## config.mk

```make
export PLATFORM = sky130hd
export DESIGN_NAME = pmrr_ctrl
export DESIGN_NICKNAME = d
export VERILOG_FILES = /design/src/common/pmrr_pkg.sv /design/src/logic/pmrr_ctrl.sv
export SDC_FILE = /design/constraint.sdc
export NUM_CORES = 1
export LEC_CHECK = 0
export ABC_AREA = 1
export BUFFER_PORTS_ARGS = -buffer_cell sky130_fd_sc_hd__buf_2
export CORE_MARGIN = 4
export CORE_UTILIZATION = 57
export DETAILED_ROUTE_END_ITERATION = 10
export PLACE_DENSITY = 0.84
export RECOVER_POWER = 50
export SETUP_SLACK_MARGIN = 0.5
export SLEW_MARGIN = 15
export SYNTH_ARGS = -nofsm -noshare
export SYNTH_HDL_FRONTEND = slang
export SYNTH_SLANG_ARGS = --single-unit
```

## constraint.sdc

```tcl
create_clock -name sys_clk -period 7.6 [get_ports sys_clk]
set_input_delay 1.9 -clock sys_clk [delete_from_list [all_inputs] [get_ports sys_clk]]
set_output_delay 1.9 -clock sys_clk [all_outputs]
set_load 0.1 [all_outputs]
```

## src/common/pmrr_pkg.sv

```systemverilog
// pmrr_pkg: constants and carrier types for the page-mode rom read controller
// assumes: one 250 MHz system clock; the rom pins are asynchronous to it
package pmrr_pkg;

  // ----------------------------------------------------------------
  // pin widths and arrangement
  // ----------------------------------------------------------------
  localparam int unsigned WORD_ADDR_W  = 21;  // word address pins
  localparam int unsigned LOW_DATA_W   = 30;  // data pins 0..29
  localparam int unsigned HALF_W       = 16;  // half-word width
  localparam int unsigned FULL_W       = 32;  // full word width
  localparam int unsigned REQ_ADDR_W   = 22;  // request address, half-word granular
  localparam int unsigned PAGE32_WORDS = 8;   // words per page, 32-bit
  localparam int unsigned PAGE16_WORDS = 16;  // words per page, 16-bit
  localparam int unsigned PAGE32_BITS  = 3;   // in-page bits, 32-bit
  localparam int unsigned PAGE16_BITS  = 4;   // in-page bits, 16-bit

  // ----------------------------------------------------------------
  // timing
  // ----------------------------------------------------------------
  localparam int unsigned CLK_PERIOD_NS = 4;    // sys_clk period
  localparam int unsigned T_ACC_NS      = 100;  // random access, max
  localparam int unsigned T_PAC_NS      = 30;   // page access, max
  localparam int unsigned T_OHZ_NS      = 20;   // output disable, max
  localparam int unsigned SYNC_CYC      = 2;    // synchroniser delay on data
  // waits round up; the two access waits add the synchroniser latency, the disable wait does not
  localparam int unsigned ACC_CYC =
    (T_ACC_NS + CLK_PERIOD_NS - 1) / CLK_PERIOD_NS + SYNC_CYC;
  localparam int unsigned PAC_CYC =
    (T_PAC_NS + CLK_PERIOD_NS - 1) / CLK_PERIOD_NS + SYNC_CYC;
  localparam int unsigned OHZ_CYC =
    (T_OHZ_NS + CLK_PERIOD_NS - 1) / CLK_PERIOD_NS;
  localparam int unsigned CNT_W = 6;           // wait counter width
  localparam logic [CNT_W-1:0] CNT_ZERO = 6'h00;
  localparam logic [CNT_W-1:0] CNT_ONE  = 6'h01;

  // ----------------------------------------------------------------
  // carriers
  // ----------------------------------------------------------------
  // request from the user side
  typedef struct packed {
    logic                  wide;  // 1: 32-bit read, 0: 16-bit read
    logic [REQ_ADDR_W-1:0] addr;  // 32-bit: word in [20:0]; 16-bit: half-word
  } pmrr_req_t;

  // rom control pins, all registered
  typedef struct packed {
    logic                   chip_sel_n;  // chip select, active low
    logic                   out_en_n;    // output drive control, active low
    logic                   width_sel;   // 1: 32-bit, 0: 16-bit
    logic [WORD_ADDR_W-1:0] word_address_bus;
  } pmrr_pins_t;

  // controller states
  typedef enum logic [1:0] {
    PMRR_IDLE,
    PMRR_WAIT,
    PMRR_DISABLE
  } pmrr_state_t;

endpackage : pmrr_pkg

```

## src/logic/pmrr_ctrl.sv

```systemverilog
// pmrr_ctrl: bus-master controller reading the page-mode rom over its pins
// assumes: rom pins wired straight to this block; one request at a time
`timescale 1ns/1ns
`default_nettype none

// Behaviour
// - width select high 32-bit, low 16-bit
// - 16-bit: top pins drive lowest address bit
// - drive 21-bit word address on pins
// - 32-bit read: select low, drive low, width high
module pmrr_ctrl
  import pmrr_pkg::*;
(
  input  wire logic                  sys_clk,              // system clock
  input  wire logic                  reset,                // async, active high
  input  wire logic                  req_valid,            // read request
  output logic                       req_ready,            // request taken
  input  wire pmrr_req_t             req,                  // request carrier
  output logic                       rsp_valid,            // one-cycle data pulse
  output logic [FULL_W-1:0]          rsp_data,             // read data
  output logic                       rom_chip_sel_n,       // chip select pin
  output logic                       rom_out_en_n,         // output drive pin
  output logic                       rom_width_sel,        // width select pin
  output logic [WORD_ADDR_W-1:0]     word_address_bus,     // address pins
  input  wire logic [LOW_DATA_W-1:0] read_data_bus,        // data pins 0..29
  input  wire logic                  top_data_or_low_addr_a_i,  // pin 30 in
  output logic                       top_data_or_low_addr_a_o,  // pin 30 out
  output logic                       top_data_or_low_addr_a_oe, // pin 30 enable
  input  wire logic                  top_data_or_low_addr_b_i,  // pin 31 in
  output logic                       top_data_or_low_addr_b_o,  // pin 31 out
  output logic                       top_data_or_low_addr_b_oe  // pin 31 enable
);

  // ----------------------------------------------------------------
  // state
  // ----------------------------------------------------------------
  pmrr_state_t             state_r;      // controller state
  pmrr_pins_t              pins_r;       // registered control pins
  logic                    low_addr_r;   // half-word select
  logic                    top_oe_r;     // drive top pins as address
  logic [CNT_W-1:0]        cnt_r;        // wait counter
  logic                    page_ok_r;    // last access opened a page
  logic [FULL_W-1:0]       sync1_r;      // first sync stage
  logic [FULL_W-1:0]       sync2_r;      // second sync stage
  logic                    same_page;    // new request hits open page
  logic                    take;         // request accepted
  logic [WORD_ADDR_W-1:0]  req_word;     // word address of request
  logic                    req_low;      // half-word bit of request

  // ----------------------------------------------------------------
  // request decode
  // ----------------------------------------------------------------
  // word address split
  always_comb begin
    if (req.wide) begin
      req_word = req.addr[WORD_ADDR_W-1:0];
      req_low  = 1'b0;
    end else begin
      req_word = req.addr[REQ_ADDR_W-1:1];
      req_low  = req.addr[0];
    end
  end

  // page hit: only in-page bits may differ
  always_comb begin
    same_page = 1'b0;
    if (page_ok_r && (req.wide == pins_r.width_sel)) begin
      if (req.wide)
        same_page = req_word[WORD_ADDR_W-1:PAGE32_BITS]
                    == pins_r.word_address_bus[WORD_ADDR_W-1:PAGE32_BITS];
      else
        same_page = req_word[WORD_ADDR_W-1:PAGE16_BITS-1]
                    == pins_r.word_address_bus[WORD_ADDR_W-1:PAGE16_BITS-1];
    end
  end

  assign req_ready = (state_r == PMRR_IDLE);
  assign take      = req_valid && req_ready;

  // cut a wait count down to the counter width
  function automatic logic [CNT_W-1:0] CNT_WIDTH(input int unsigned v);
    CNT_WIDTH = v[CNT_W-1:0];
  endfunction : CNT_WIDTH

  // ----------------------------------------------------------------
  // controller state machine
  // ----------------------------------------------------------------
  // pins stay put until sampling ends
  always_ff @(posedge sys_clk or posedge reset) begin
    if (reset) begin
      state_r <= PMRR_IDLE;
      cnt_r   <= CNT_ZERO;
    end else begin
      case (state_r)
        PMRR_IDLE: begin
          if (take) begin
            state_r <= PMRR_WAIT;
            cnt_r   <= same_page ? CNT_WIDTH(PAC_CYC) : CNT_WIDTH(ACC_CYC);
          end
        end
        PMRR_WAIT: begin
          if (cnt_r == CNT_ONE) begin
            state_r <= PMRR_DISABLE;
            cnt_r   <= CNT_WIDTH(OHZ_CYC);
          end else begin
            cnt_r <= cnt_r - CNT_ONE;
          end
        end
        PMRR_DISABLE: begin
          // bus turnaround before top pins may be driven again
          if (cnt_r == CNT_ONE) begin
            state_r <= PMRR_IDLE;
            cnt_r   <= CNT_ZERO;
          end else begin
            cnt_r <= cnt_r - CNT_ONE;
          end
        end
        default: begin
          state_r <= PMRR_IDLE;
          cnt_r   <= CNT_ZERO;
        end
      endcase
    end
  end

  // ----------------------------------------------------------------
  // rom pins
  // ----------------------------------------------------------------
  // drive control pins
  always_ff @(posedge sys_clk or posedge reset) begin
    if (reset) begin
      pins_r     <= '{chip_sel_n: 1'b1, out_en_n: 1'b1, width_sel: 1'b1,
                      word_address_bus: '0};
      low_addr_r <= 1'b0;
      top_oe_r   <= 1'b0;
      page_ok_r  <= 1'b0;
    end else if (take) begin
      pins_r.chip_sel_n       <= 1'b0;
      pins_r.out_en_n         <= 1'b0;
      pins_r.width_sel        <= req.wide;
      pins_r.word_address_bus <= req_word;
      low_addr_r              <= req_low;
      // top pins become address only in 16-bit
      top_oe_r                <= !req.wide;
    end else if (state_r == PMRR_WAIT && cnt_r == CNT_ONE) begin
      // output drive off, chip stays selected so the page stays open
      pins_r.out_en_n <= 1'b1;
      page_ok_r       <= 1'b1;
    end
  end

  assign rom_chip_sel_n            = pins_r.chip_sel_n;
  assign rom_out_en_n              = pins_r.out_en_n;
  assign rom_width_sel             = pins_r.width_sel;
  assign word_address_bus          = pins_r.word_address_bus;
  assign top_data_or_low_addr_a_o  = low_addr_r;
  assign top_data_or_low_addr_b_o  = low_addr_r;
  // released in 32-bit so rom drives them
  assign top_data_or_low_addr_a_oe = top_oe_r;
  assign top_data_or_low_addr_b_oe = top_oe_r;

  // ----------------------------------------------------------------
  // data capture
  // ----------------------------------------------------------------
  // two-stage synchroniser on all data pins
  always_ff @(posedge sys_clk or posedge reset) begin
    if (reset) begin
      sync1_r <= '0;
      sync2_r <= '0;
    end else begin
      sync1_r <= {top_data_or_low_addr_b_i, top_data_or_low_addr_a_i, read_data_bus};
      sync2_r <= sync1_r;
    end
  end

  // sample at end of wait; 16-bit keeps low half
  always_ff @(posedge sys_clk or posedge reset) begin
    if (reset) begin
      rsp_valid <= 1'b0;
      rsp_data  <= '0;
    end else begin
      rsp_valid <= (state_r == PMRR_WAIT) && (cnt_r == CNT_ONE);
      if ((state_r == PMRR_WAIT) && (cnt_r == CNT_ONE))
        rsp_data <= pins_r.width_sel ? sync2_r
                                     : {{(FULL_W-HALF_W){1'b0}}, sync2_r[HALF_W-1:0]};
    end
  end
endmodule : pmrr_ctrl

`default_nettype wire

```

# == Word-level counts from Yosys, hierarchy flattened ==
# Index checks and enable logic that the tools add are counted.
# W data, S select, Z words.
# classes
n_addsub,1
eq_ne,8
muxes,15
n_bitwise,1
reduce_logical,8
# ops
operator,count
$mux W32,1
$mux W21,1
$eq A18 B18 Y1,1
$mux W6,3
$pmux W6 S3,1
$eq A6 B1 Y1 const B,1
$mux W2,3
$pmux W2 S3,1
$sub A6 B1 Y6 const B,1
$mux W5,1
$mux W1,4
$ne A2 B2 Y1 const B,2
$logic_and A1 B1 Y1,3
$reduce_and A3 Y1,1
$eq A2 B1 Y1 const B,1
$eq A2 B2 Y1 const B,1
$logic_not A2 Y1,1
$ne A2 B1 Y1 const B,1
$reduce_and A2 Y1,1
$reduce_bool A2 Y1,1
$eq A1 B1 Y1,1
$logic_not A1 Y1,1
$not A1 Y1,1
# totals
reg_bits,132
out_inout_bits,62

# == Logic depth before layout (Yosys ltp) ==
# logic_depth
depth_word,6
mapped_depth,13
depth_no_buf,13

# == Worst setup path after synthesis ==
# Ideal clock, no wire load.
# synth_timing
path_type,flip-flop to output port
from,register state_r[0]
to,output port req_ready
arrival_ps,1728
required_ps,5700
setup_slack_ps,3972
path_stages_with_launch,2
path_buffers,0
cell_sequence,dfrtp_1 -> nor2_1
# synth_between
elab_chain_len,1
# synth_rtl
element,line,text
start: declaration,pmrr_ctrl.sv:37,pmrr_state_t state_r;
start signal: assignment,pmrr_ctrl.sv:91,state_r <= PMRR_IDLE;
start signal: assignment,pmrr_ctrl.sv:97,state_r <= PMRR_WAIT;
start signal: assignment,pmrr_ctrl.sv:103,state_r <= PMRR_DISABLE;
$logic_not A2 Y1,pmrr_ctrl.sv:77,assign req_ready = (state_r == PMRR_IDLE);
end: declaration,pmrr_ctrl.sv:17,"output logic req_ready,"
# Every way passes these cells.

# == Worst setup path in the final report ==
# layout_timing
from,register cnt_r[1]
to,register rsp_data[10]
# layout_between
elab_chain_len,2
# layout_rtl
element,line,text
start: declaration,pmrr_ctrl.sv:41,logic [CNT_W-1:0] cnt_r;
start signal: assignment,pmrr_ctrl.sv:98,cnt_r <= same_page ? CNT_WIDTH(PAC_CYC) : CNT_WIDTH(ACC_CYC);
start signal: assignment,pmrr_ctrl.sv:104,cnt_r <= CNT_WIDTH(OHZ_CYC);
start signal: assignment,pmrr_ctrl.sv:106,cnt_r <= cnt_r - CNT_ONE;
$eq A6 B1 Y1,pmrr_ctrl.sv:183,if ((state_r == PMRR_WAIT) && (cnt_r == CNT_ONE))
$logic_and A1 B1 Y1,pmrr_ctrl.sv:183,
end signal: assignment,pmrr_ctrl.sv:184,rsp_data <= pins_r.width_sel ? sync2_r
end: declaration,pmrr_ctrl.sv:20,"output logic [FULL_W-1:0] rsp_data,"
# Every way passes these cells.
# A chain may end at the register's enable or synchronous reset.

==> impl_metrics.csv <==
group,metric,value,unit
outcome,status,"complete, but fails checks",
outcome,violations,"max-capacitance violations, max-slew violations",
cts,cts_tree,"done",
cells_and_area,antenna_cells,0,
floorplan,die_width,102,um
synthesis,yosysTopAreaCell,"dfrtp_1",
min_path,hold_class,"reg -> reg",
cells_and_area,area_growth,23.6,%
cts,path_clk_slew,0.07,ns
floorplan,rows,34,
timing,hold_violations,0,
route,drtIter0Drc,222,
cts,cts_hold_buf,0,
synthesis,synth_cell_type_count,25,
route,finalWirelength,10.9,mm
worst_setup_path,r2r-start,"cnt_r[1]",
cells_and_area,drive_gt1_share,23.2,%
cts,cts_sinks,132,
timing,timing.fmax,230,MHz
route,drc,0,
timing,rsz0062_at_grt,"false",
route,wire_per_inst,14.1,um
worst_setup_path,rrSetupSlack,3.25,ns
global_route,grtUsageTotal,22.4,%
route,dr.pass1.iters,5,
cts,post_cts_buffers,0,
synthesis,ys_seq_elements,132,
min_path,holdPathEnd,"sync2_r[27]",
floorplan,dieArea,10400,um2
synthesis,synth.area.top_cells,"dfrtp_1 (64%), nand2_1 (16%), nand3_1 (5.6%)",
cells_and_area,finalNetCount,714,
synthesis,synth_nets,597,
route,vias,3950,
global_route,grt_pass1_wl,18.0,mm
place,port_buffers,119,
place,place.gp.congestion,0.848,
place,post-place-cells,743,
synthesis,synth_warnings,0,
worst_setup_path,path_cells,"inv_1 -> ha_1 -> nand4_1 -> nor2_1 -> inv_1 -> nand2_1 -> nand2_1",
synthesis,synth-seq-area-share,65.4,%
synthesis,synth_top_area_share,63.8,%
global_route,grt_antenna_before_repair,0,
timing,setup_viol,0,
timing,clock_skew,0.0132,ns
timing,fin_setup_tns,0,ns
floorplan,io_pins,120,
synthesis,syn-cell-area,5060,um2
cts,cts_max_level,4,
route,drtAntennaViolNets,0,
cells_and_area,fin_cells,775,
route,highest_layer,"met4",
worst_setup_path,slowest_delay,1.72,ns
synthesis,synthCells,537,
timing,slew_violations,140,
worst_setup_path,required,7.99,ns
place,hpwl,7.34,mm
timing,finalCritPeriodShare,57.2,%
cts,clock_path_buffers,2,
timing,worst_slew_pin_slew,2.65,ns
floorplan,initial_core_util,58.3,%
cts,cts_buffers,17,
synthesis,avgSynthCellArea,9.42,um2
route,routed-wl-met2,5.50,mm
timing,relSlewSlack,-77.6,%
global_route,grt_start_max_net_pins,71,
cts,cts_root_buf,"clkbuf_8",
floorplan,core_area,8680,um2
route,wl_met3,755,um
global_route,grt_pass1_vias,3927,
timing,fin_crit,4.35,ns
worst_setup_path,critPathSlowestCell,"nor2_1",
worst_setup_path,worstSetupPathType,"reg -> reg",
worst_setup_path,cp.arrival,4.74,ns
floorplan,die_h,102,um
worst_setup_path,startpoint_type,"flop",
worst_setup_path,end_kind,"flop",
cts,ctsResizeCount,0,
min_path,min_from,"sync1_r[27]",
cts,clkLatencyLatePin,0.51,ns
worst_setup_path,worst_r2r_endpoint,"rsp_data[10]",
global_route,overflow,0,
min_path,whs_path_depth,0,
route,wl_met1,4.38,mm
route,via_per_inst,5.10,
worst_setup_path,r2r_cells,7,
worst_setup_path,worstPathMaxFanout,35,
run,drv_cap,3,
## stage by stage
step	util (%)	hold slack (ns)	setup slack, ns	area, um2
global route	72.1	0.350	2.74	6250
floorplan	-	0.331	2.18	5060
global placement	65.5	0.332	3.82	5680
CTS	72.3	0.350	3.89	6270
detailed placement	65.5	0.335	3.76	5680
finish	72.1	0.348	3.25	6250
## worst max-delay path: cells and delay by family, from the launching register on
| kind | cells | cell delay [ns] |
|---|---|---|
| buffers and inverters | 2 | 1.28 |
| flip-flops | 1 | 0.38 |
| adder cells (fa/ha/maj) | 1 | 0.16 |
| AND/OR/NAND/NOR | 4 | 2.38 |
## synthesized netlist by cell type, drive strengths merged
cell and n:
buf 14, o22ai 1, xnor2 1, clkbuf 8, nand3b 1, inv 47
dfrtp 129, o221ai 1, nand3 57, a31oi 4, o21ai 24, nand4 1
o311ai 1, or2 1, ha 2, dfstp 3, xor2 4, o211ai 1
nand2 210, nor3 1, nor2 26
## flip-flops by register name (all words and copies together) (netlist names)
signal	flops
cnt_r	6
page_ok_r	1
rom_chip_sel_n	1
rom_out_en_n	1
rom_width_sel	1
rsp_data	32
rsp_valid	1
state_r	2
sync1_r	32
sync2_r	32
top_data_or_low_addr_a_o	1
top_data_or_low_addr_a_oe	1
word_address_bus	21
## worst max-delay path by stage
stage | start | end | slack (ns) | cells past startpoint
after floorplan | reset | cnt_r[0] | 2.18 | 1
after global placement | req[22] | cnt_r[0] | 3.82 | 14
after detailed placement | req[22] | cnt_r[0] | 3.76 | 14
after CTS | rom_width_sel | rom_width_sel | 3.89 | 1
after global routing | cnt_r[1] | rsp_data[13] | 2.74 | 7
final | cnt_r[1] | rsp_data[10] | 3.25 | 7
## cells in the final DEF (no fill, tap or decap)
master        n
nand2_1     210
dfrtp_1     129
buf_2       116
nand3_1      57
inv_1        45
nor2_1       26
o21ai_0      24
clkbuf_16    16
inv_6         5
xor2_1        4
a31oi_1       4
clkinv_8      4
inv_8         4
clkbuf_1      3
dfstp_2       3
ha_1          2
inv_2         1
nand3b_1      1
o211ai_1      1
nand4_1       1
o221ai_1      1
xnor2_1       1
o311ai_0      1
clkinvlp_2    1
or2_2         1
nor3_1        1
o22ai_1       1
clkbuf_8      1
clkinv_4      1
inv_12        1
buf_4         1
## cell families after synthesis
logic type | Yosys count | share of synthesized area (%)
AO/OA/AOI/OAI | 32 | 3.49
AND/OR/NAND/NOR | 297 | 23.9
adder cells (fa/ha/maj) | 2 | 0.495
flip-flops | 132 | 65.4
buffers and inverters | 69 | 5.86
XOR/XNOR | 5 | 0.866
## cell type report
cell class / instances / area [um2]
Sequential cell: 132 / 3310
Fill cell: 618 / 2420
Multi-Input combinational cell: 336 / 1440
Timing Repair Buffer: 120 / 599
Clock buffer: 17 / 414
Clock inverter: 15 / 179
Inverter: 47 / 178
Tap cell: 108 / 135
## layer usage
layer  GRT usage [%]  up-vias
met5               0        -
met3            6.96       25
li1                -     1915
met4            9.49        0
met1            27.8     1864
met2            36.5      146
Power is not shown: default switching activity piles up to over one toggle a cycle in this logic, so the estimate is an artifact.
